### config.mk
export PLATFORM = sky130hd
export DESIGN_NAME = qeh_input_top
export DESIGN_NICKNAME = d
export VERILOG_FILES = /design/src/qeh_pkg.sv /design/src/qeh_input_top.sv /design/src/qeh_quad_dec.sv
export VERILOG_INCLUDE_DIRS = /design/src
export SDC_FILE = /design/constraint.sdc
export NUM_CORES = 1
export LEC_CHECK = 0
export BUFFER_PORTS_ARGS = -buffer_cell sky130_fd_sc_hd__buf_2
export CORE_MARGIN = 1.5
export CORE_UTILIZATION = 55
export CTS_BUF_LIST = sky130_fd_sc_hd__clkbuf_2
export CTS_CLUSTER_DIAMETER = 60
export DETAILED_ROUTE_END_ITERATION = 8
export PLACE_DENSITY = 0.75
export SYNTH_ARGS = -nofsm -noshare
export SYNTH_HDL_FRONTEND = slang
export SYNTH_SLANG_ARGS = --single-unit
### constraint.sdc
create_clock -name clk -period 4.6 [get_ports clk]
set_clock_uncertainty 0.1 [all_clocks]
set_input_delay 0.23 -clock clk [delete_from_list [all_inputs] [get_ports clk]]
set_output_delay 0.23 -clock clk [all_outputs]
set_load 0.01 [all_outputs]
### src/qeh_cfg.svh
`ifndef QEH_CFG_SVH
`define QEH_CFG_SVH

// register byte offsets
`define QEH_OFF_CTRL     8'h00
`define QEH_OFF_STATUS   8'h04
`define QEH_OFF_DESC     8'h08
`define QEH_OFF_BUTTONS  8'h0C
`define QEH_OFF_REPORT   8'h10
`define QEH_OFF_AXIS0    8'h20
`define QEH_AXIS_PAGE    3'h1
`define QEH_NUM_CH       3'h6

// control fields
`define QEH_CTRL_VAR_LSB 0
`define QEH_CTRL_SUSP    2
`define QEH_CTRL_BUSRST  3

// reset values
`define QEH_VAR_RST      2'h0
`define QEH_POS_RST      16'h0000
`define QEH_SYNC_RST     30'h00000000
`define QEH_ZERO32       32'h00000000

// channel and button masks per variant
`define QEH_CH_ABS3      6'h07
`define QEH_CH_REL4      6'h0F
`define QEH_CH_REL6      6'h3F
`define QEH_BTN_REL4     7'h7F
`define QEH_BTN_REL6     7'h07

// descriptor values: max power in 2 mA units
`define QEH_MAXPWR_HI    8'hFA
`define QEH_MAXPWR_LO    8'h32
`define QEH_ATTR_BUS     8'h80
`define QEH_CLASS_HID    8'h03
`define QEH_SUBCLASS_GEN 8'h00

// bus constants
`define QEH_HSIZE_WORD   3'h2

`endif

### src/qeh_pkg.sv
`default_nettype none

package qeh_pkg;

    // encoder variant chosen by software
    typedef enum logic [1:0] {
        QEH_ABS3,
        QEH_REL4,
        QEH_REL6
    } qeh_variant_t;

    // power-up sequence of the power-class sampler
    typedef enum logic [1:0] {
        QEH_INIT_FILL1,
        QEH_INIT_FILL2,
        QEH_INIT_SAMPLE,
        QEH_INIT_RUN
    } qeh_init_t;

    typedef logic [15:0] qeh_pos_t;

endpackage

`default_nettype wire

### src/qeh_input_top.sv
`timescale 1ns/1ps
`default_nettype none
`include "qeh_cfg.svh"

module qeh_input_top
    import qeh_pkg::*;
(
    input  wire logic        clk,
    input  wire logic        rst_n,
    input  wire logic        hsel,
    input  wire logic [31:0] haddr,
    input  wire logic [1:0]  htrans,
    input  wire logic        hwrite,
    input  wire logic [2:0]  hsize,
    input  wire logic [31:0] hwdata,
    input  wire logic        hready,
    output logic             hreadyout,
    output logic             hresp,
    output logic [31:0]      hrdata,
    input  wire logic [5:0]  enc_phase_p,
    input  wire logic [5:0]  enc_phase_q,
    input  wire logic [2:0]  index_pulse_ch,
    input  wire logic [6:0]  button_input_n,
    input  wire logic [5:0]  general_input_n,
    input  wire logic        power_sel,
    input  wire logic        enc_gate_n_in,
    output logic             enc_gate_n_out,
    output logic             enc_gate_n_oe
);
    localparam int PIN_W = 30;

    logic [PIN_W-1:0] sync1_reg;
    logic [PIN_W-1:0] sync2_reg;
    logic [5:0]       ph_p_s;
    logic [5:0]       ph_q_s;
    logic [2:0]       idx_s;
    logic [6:0]       btn_n_s;
    logic [5:0]       gen_n_s;
    logic             pwr_s;
    logic             gate_s;

    logic [2:0]       idx_prev_reg;
    logic [2:0]       idx_rise;
    logic [5:0]       idx_rise6;
    logic [5:0]       step;
    logic [5:0]       up;
    logic [5:0]       ch_en;
    logic [6:0]       btn_act;
    logic             is_abs;
    logic             cnt_run;

    qeh_pos_t         cnt_reg  [6];
    qeh_pos_t         cnt_next [6];
    qeh_pos_t         snap_reg [6];
    qeh_pos_t         snap_next[6];

    qeh_variant_t     var_reg;
    qeh_variant_t     var_next;
    logic             susp_reg;
    logic             susp_next;
    logic             pwr_hi_reg;
    logic             pwr_hi_next;
    qeh_init_t        init_reg;
    qeh_init_t        init_next;
    logic             gate_drv_reg;
    logic             gate_drv_next;

    logic             dp_wr_reg;
    logic             dp_wr_next;
    logic [7:0]       dp_addr_reg;
    logic [7:0]       dp_addr_next;
    logic [31:0]      hrdata_reg;
    logic [31:0]      hrdata_next;
    logic             ap;
    logic             mapped;
    logic [31:0]      rd_val;
    logic             ctrl_wr;
    logic             report_evt;
    logic             busrst_evt;

    // two-stage synchroniser on every pin input
    always_ff @(posedge clk or negedge rst_n) begin
        if (!rst_n) begin
            sync1_reg <= `QEH_SYNC_RST;
            sync2_reg <= `QEH_SYNC_RST;
        end else begin
            sync1_reg <= {enc_gate_n_in, power_sel, general_input_n, button_input_n,
                          index_pulse_ch, enc_phase_q, enc_phase_p};
            sync2_reg <= sync1_reg;
        end
    end

    // split the synchronised pins
    assign ph_p_s  = sync2_reg[5:0];
    assign ph_q_s  = sync2_reg[11:6];
    assign idx_s   = sync2_reg[14:12];
    assign btn_n_s = sync2_reg[21:15];
    assign gen_n_s = sync2_reg[27:22];
    assign pwr_s   = sync2_reg[28];
    assign gate_s  = sync2_reg[29];

    // index edge detect on synchronised levels
    always_ff @(posedge clk or negedge rst_n) begin
        if (!rst_n) begin
            idx_prev_reg <= 3'h0;
        end else begin
            idx_prev_reg <= idx_s;
        end
    end

    assign idx_rise  = idx_s & ~idx_prev_reg;
    assign idx_rise6 = {3'h0, idx_rise};
    assign is_abs    = (var_reg == QEH_ABS3);
    // steps only count once the synchronisers hold real pin levels
    assign cnt_run   = (init_reg == QEH_INIT_RUN);

    // active channels per variant
    always_comb begin
        unique case (var_reg)
            QEH_ABS3: ch_en = `QEH_CH_ABS3;
            QEH_REL4: ch_en = `QEH_CH_REL4;
            QEH_REL6: ch_en = `QEH_CH_REL6;
            default:  ch_en = `QEH_CH_REL6;
        endcase
    end

    // live button state, active low pins, no filtering
    always_comb begin
        unique case (var_reg)
            QEH_ABS3: btn_act = {1'b0, ~gen_n_s};
            QEH_REL4: btn_act = ~btn_n_s & `QEH_BTN_REL4;
            QEH_REL6: btn_act = ~btn_n_s & `QEH_BTN_REL6;
            default:  btn_act = ~btn_n_s & `QEH_BTN_REL6;
        endcase
    end

    // per channel decoder, position counter and report snapshot
    for (genvar g = 0; g < 6; g++) begin : g_ch
        qeh_quad_dec u_dec (
            .clk     (clk),
            .rst_n   (rst_n),
            .phase_p (ph_p_s[g]),
            .phase_q (ph_q_s[g]),
            .step    (step[g]),
            .up      (up[g])
        );

        // snapshot on report, then index clear or step
        always_comb begin
            cnt_next[g]  = cnt_reg[g];
            snap_next[g] = snap_reg[g];
            if (report_evt) begin
                snap_next[g] = is_abs ? cnt_reg[g] : {8'h00, cnt_reg[g][7:0]};
                if (!is_abs) begin
                    cnt_next[g] = `QEH_POS_RST;
                end
            end
            if (!ch_en[g]) begin
                cnt_next[g] = `QEH_POS_RST;
            end else if (is_abs && idx_rise6[g]) begin
                cnt_next[g] = `QEH_POS_RST;
            end else if (step[g] && cnt_run && is_abs) begin
                cnt_next[g] = up[g] ? cnt_next[g] + 16'h0001
                                    : cnt_next[g] - 16'h0001;
            end else if (step[g] && cnt_run) begin
                cnt_next[g] = {8'h00, up[g] ? cnt_next[g][7:0] + 8'h01
                                            : cnt_next[g][7:0] - 8'h01};
            end
        end

        always_ff @(posedge clk or negedge rst_n) begin
            if (!rst_n) begin
                cnt_reg[g]  <= `QEH_POS_RST;
                snap_reg[g] <= `QEH_POS_RST;
            end else begin
                cnt_reg[g]  <= cnt_next[g];
                snap_reg[g] <= snap_next[g];
            end
        end
    end

    // bus data-phase decode of writes
    assign ctrl_wr    = dp_wr_reg && (dp_addr_reg == `QEH_OFF_CTRL);
    assign report_evt = dp_wr_reg && (dp_addr_reg == `QEH_OFF_REPORT);
    assign busrst_evt = ctrl_wr && hwdata[`QEH_CTRL_BUSRST];

    // control state, power sampling and supply gate
    always_comb begin
        var_next      = var_reg;
        susp_next     = susp_reg;
        pwr_hi_next   = pwr_hi_reg;
        init_next     = init_reg;
        if (ctrl_wr) begin
            var_next  = qeh_variant_t'(hwdata[`QEH_CTRL_VAR_LSB +: 2]);
            susp_next = hwdata[`QEH_CTRL_SUSP];
        end
        unique case (init_reg)
            QEH_INIT_FILL1:  init_next = QEH_INIT_FILL2;
            QEH_INIT_FILL2:  init_next = QEH_INIT_SAMPLE;
            QEH_INIT_SAMPLE: begin
                init_next   = QEH_INIT_RUN;
                pwr_hi_next = pwr_s;
            end
            QEH_INIT_RUN: begin
                if (busrst_evt) begin
                    pwr_hi_next = pwr_s;
                end
            end
        endcase
        gate_drv_next = (init_next == QEH_INIT_RUN) && !susp_next;
    end

    always_ff @(posedge clk or negedge rst_n) begin
        if (!rst_n) begin
            var_reg      <= qeh_variant_t'(`QEH_VAR_RST);
            susp_reg     <= 1'b0;
            pwr_hi_reg   <= 1'b0;
            init_reg     <= QEH_INIT_FILL1;
            gate_drv_reg <= 1'b0;
        end else begin
            var_reg      <= var_next;
            susp_reg     <= susp_next;
            pwr_hi_reg   <= pwr_hi_next;
            init_reg     <= init_next;
            gate_drv_reg <= gate_drv_next;
        end
    end

    // open drain gate: only ever pulls low
    assign enc_gate_n_out = 1'b0;
    assign enc_gate_n_oe  = gate_drv_reg;

    // read mux on the address-phase address
    always_comb begin
        rd_val = `QEH_ZERO32;
        if (haddr[7:5] == `QEH_AXIS_PAGE && haddr[4:2] < `QEH_NUM_CH) begin
            rd_val = {16'h0000, snap_reg[haddr[4:2]]};
        end else begin
            unique case (haddr[7:0])
                `QEH_OFF_CTRL:    rd_val = {29'h0, susp_reg, var_reg};
                `QEH_OFF_STATUS:  rd_val = {28'h0, init_reg == QEH_INIT_RUN, gate_s,
                                            susp_reg, pwr_hi_reg};
                `QEH_OFF_DESC:    rd_val = {`QEH_SUBCLASS_GEN, `QEH_CLASS_HID,
                                            `QEH_ATTR_BUS,
                                            pwr_hi_reg ? `QEH_MAXPWR_HI
                                                       : `QEH_MAXPWR_LO};
                `QEH_OFF_BUTTONS: rd_val = {25'h0, btn_act};
                default:          rd_val = `QEH_ZERO32;
            endcase
        end
    end

    // ahb-lite slave, zero wait states
    assign ap     = hsel && hready && htrans[1];
    assign mapped = (haddr[31:8] == 24'h000000);

    always_comb begin
        dp_wr_next   = 1'b0;
        dp_addr_next = dp_addr_reg;
        hrdata_next  = hrdata_reg;
        if (ap) begin
            dp_wr_next   = hwrite && mapped && (hsize == `QEH_HSIZE_WORD);
            dp_addr_next = haddr[7:0];
            if (!hwrite) begin
                hrdata_next = mapped ? rd_val : `QEH_ZERO32;
            end
        end
    end

    always_ff @(posedge clk or negedge rst_n) begin
        if (!rst_n) begin
            dp_wr_reg   <= 1'b0;
            dp_addr_reg <= 8'h00;
            hrdata_reg  <= `QEH_ZERO32;
        end else begin
            dp_wr_reg   <= dp_wr_next;
            dp_addr_reg <= dp_addr_next;
            hrdata_reg  <= hrdata_next;
        end
    end

    assign hreadyout = 1'b1;
    assign hresp     = 1'b0;
    assign hrdata    = hrdata_reg;
endmodule
`default_nettype wire

### src/qeh_quad_dec.sv
`timescale 1ns/1ps
`default_nettype none

module qeh_quad_dec (
    input  wire logic clk,
    input  wire logic rst_n,
    input  wire logic phase_p,
    input  wire logic phase_q,
    output logic      step,
    output logic      up
);
    logic       seen_reg;
    logic       seen_next;
    logic [1:0] prev_reg;
    logic [1:0] prev_next;
    logic       chg_p;
    logic       chg_q;

    // one step per edge of either phase, none when both move at once
    always_comb begin
        chg_p     = phase_p ^ prev_reg[1];
        chg_q     = phase_q ^ prev_reg[0];
        step      = seen_reg && (chg_p ^ chg_q);
        up        = phase_p ^ prev_reg[0];
        prev_next = {phase_p, phase_q};
        seen_next = 1'b1;
    end

    // first sample after reset only loads the history
    always_ff @(posedge clk or negedge rst_n) begin
        if (!rst_n) begin
            prev_reg <= 2'h0;
            seen_reg <= 1'b0;
        end else begin
            prev_reg <= prev_next;
            seen_reg <= seen_next;
        end
    end
endmodule
`default_nettype wire

==> impl_metrics.env <==
export IMPL_synth_edff_count=0
export IMPL_routed_wl_mm=36.0
export IMPL_finalCritPeriodShare=0.920
export IMPL_cp_slowest_cell="or4b_1"
export IMPL_path_clk_slew_ns=0.10
export IMPL_ios=140
export IMPL_critPathBufInv=1
export IMPL_initial_core_util=0.561
export IMPL_synth_distinct_cells=62
export IMPL_fp_dieW_um=169
export IMPL_ys_ff_latch=301
export IMPL_worst_r2r_path_depth=11
export IMPL_instances_no_fill=2047
export IMPL_post_cts_resize_count=0
export IMPL_p_sw_mw=2.53
export IMPL_path_delay_family="simple AND/OR/NAND/NOR gates"
export IMPL_drc=0
export IMPL_ys_flop_type="dfrtp_1"
export IMPL_io_buffers=93
export IMPL_ant_nets=0
export IMPL_viasPerCell=5.65
export IMPL_die_y_um=169
export IMPL_vias=11565
export IMPL_dp_cells=1813
export IMPL_yosysWarningCount=0
export IMPL_cp_required_ns=5.25
export IMPL_ys_seq_area_frac=0.497
export IMPL_clock_sinks=301
export IMPL_min_delay_path_depth=5
export IMPL_critPathLaunchType="register"
export IMPL_wire_per_inst_um=17.6
export IMPL_path_cells="or4b_1 -> or3_1 -> buf_12 -> and2_1 -> ha_1 -> nor4_1 -> o21ai_0 -> a21oi_1 -> o211ai_1 -> mux2i_1 -> o311ai_0"
export IMPL_synthArstFlopShare=1.00
export IMPL_row_count=60
export IMPL_track_usage=0.258
export IMPL_syn_cell_area_mm2=0.0152
export IMPL_finalNetCount=1837
export IMPL_cts_buffers=79
export IMPL_coreArea_mm2=0.0270
export IMPL_grt_max_degree=105
export IMPL_worst_path_stages=11
export IMPL_grt_pass1_vias=11713
export IMPL_worst_slew_pin_slew_ns=1.08
export IMPL_fin_crit_ns=4.23
export IMPL_cts_tree="built"
export IMPL_synthToLayoutAreaGrowth_pct=16.3
export IMPL_synthCells=1429
export IMPL_status="finished clean"
export IMPL_die_area_mm2=0.0286
export IMPL_setup_viol=0
export IMPL_cap_viol_max_count=0
export IMPL_p_seq_frac=0.429
export IMPL_drv_slew=0
export IMPL_root_buffer="clkbuf_2"
export IMPL_synth_area_per_cell_um2=10.6
export IMPL_power_density_mw_per_mm2=406
export IMPL_finalSetupTns_ns=0
export IMPL_comb_power_share=0.332
export IMPL_cp_end_kind="register"
export IMPL_path_max_fanout=76
export IMPL_cpPeakStageDelay_ns=0.58
export IMPL_rsz0062_at_grt="false"
export IMPL_clock_latency_ns=0.89
export IMPL_first_pass_iters=7
export IMPL_power_internal_mw=4.64
export IMPL_fmax_ghz=0.236
export IMPL_cts_htree_levels=3
export IMPL_drive_gt1_frac=0.195
export IMPL_worstSetupPathType="reg -> reg"
export IMPL_hold_path_class="in -> reg"
export IMPL_antenna_found_initial=1
export IMPL_p_leak_nw=8.35
export IMPL_sw_frac_of_total=0.353
export IMPL_clockBufferDepth=3
export IMPL_hpwlAfterDp_mm=23.4
export IMPL_grt_ovfl_total=0
export IMPL_relSlewSlack=0.275
export IMPL_irDropWorstVdd_uv=214
export IMPL_p_clk_frac=0.239
export IMPL_grt_pass1_wl_mm=58.3
export IMPL_hold_violations=0
export IMPL_cp_arrival_ns=4.88
export IMPL_place_congestion=0.889
export IMPL_drt_iter0_markers=778
cell type report:
class | instances | area [um^2]
Antenna cell | 1 | 2.50
Timing Repair Buffer | 215 | 1690
Multi-Input combinational cell | 1039 | 7270
Sequential cell | 301 | 7530
Inverter | 19 | 71.3
Clock buffer | 106 | 531
Fill cell | 2134 | 9390
Clock inverter | 25 | 116
Tap cell | 341 | 427
power by group through the flow:
stage	Clock (mW)	Combinational, mW	Sequential (mW)
floorplan	0	1.85	3.04
global placement	0	2.21	3.12
detailed placement	0	2.28	3.13
CTS	1.76	2.37	3.07
global route	1.90	2.67	3.10
finish	1.71	2.38	3.07
per-stage QoR:
stage | hold slack, ns | setup WS (ns) | cell area, um^2 | utilization | total power [mW]
4_1_cts | 0.0651 | 0.355 | 17600 | 0.652 | 7.21
2_1_floorplan | -0.166 | 0.520 | 15200 | - | 4.88
3_3_place_gp | 0.175 | 0.521 | 15900 | 0.590 | 5.33
3_5_place_dp | 0.178 | 0.401 | 15900 | 0.590 | 5.40
6_report | 0.131 | 0.366 | 17600 | 0.653 | 7.17
5_1_grt | 0.119 | 0.249 | 17600 | 0.653 | 7.67
Yosys cell counts (all sizes together) (23+ instances only):
master | n | area share
a21oi | 68 | 0.022
mux2 | 70 | 0.052
mux2i | 23 | 0.015
clkbuf | 58 | 0.014
and2 | 95 | 0.039
a22o | 25 | 0.014
nor2 | 63 | 0.016
buf | 28 | 0.012
o21ai | 96 | 0.032
nand2 | 203 | 0.050
dfrtp | 301 | 0.50
ha | 72 | 0.059
xnor2 | 60 | 0.035
per-layer routing:
metal  routed length, um  GRT usage  up-vias
met2               17400      0.434      364
li1                    -          -     5466
met5                   0          0        -
met4                1240      0.108        0
met3                2150     0.0545       99
met1               15200      0.326     5636
cell usage in the layout (no fill, tap or decap), types with 59 or more instances in the layout:
cell	n
dfrtp_1	301
buf_2	92
ha_1	72
a21oi_1	68
xnor2_1	59
nand2_1	202
mux2_2	70
dlygate4sd3_1	101
nor2_1	62
clkbuf_2	106
and2_1	95
o21ai_0	93
path summary, 6_finish.rpt:
kind,endpoint,startpoint,slack (ns)
worst max-delay path,cnt_reg[79],dp_addr_reg[2],0.37
max in group asynchronous,sync1_reg[6],rst_n,3.30
worst min-delay path,dp_wr_reg,haddr[18],0.13
worst max register to register,cnt_reg[79],dp_addr_reg[2],0.37
worst min register to register,sync2_reg[13],sync1_reg[13],0.24
min in group asynchronous,sync2_reg[26],rst_n,0.42
worst min-delay path: stages:
cell and delay [ns]:
buf_2 0.08, nor4_1 0.04, nand2_1 0.09, nor4_1 0.07, dlygate4sd3_1 0.56
logic make-up after synthesis:
| group | after synthesis | share of synthesized area |
|---|---|---|
| buffers and inverters | 105 | 0.0308 |
| adder cells (fa/ha/maj) | 78 | 0.0673 |
| XOR/XNOR | 78 | 0.0450 |
| other | 2 | 0.000495 |
| multiplexers | 109 | 0.0909 |
| AND/OR/NAND/NOR | 466 | 0.149 |
| AO/OA/AOI/OAI | 290 | 0.119 |
| flip-flops | 301 | 0.497 |
repair_timing:
item	4_1_cts	5_1_grt
hold endpoints to repair	274	0
hold buffers	102	0
setup buffers	0	0
Power figures use the tool's default switching activity.
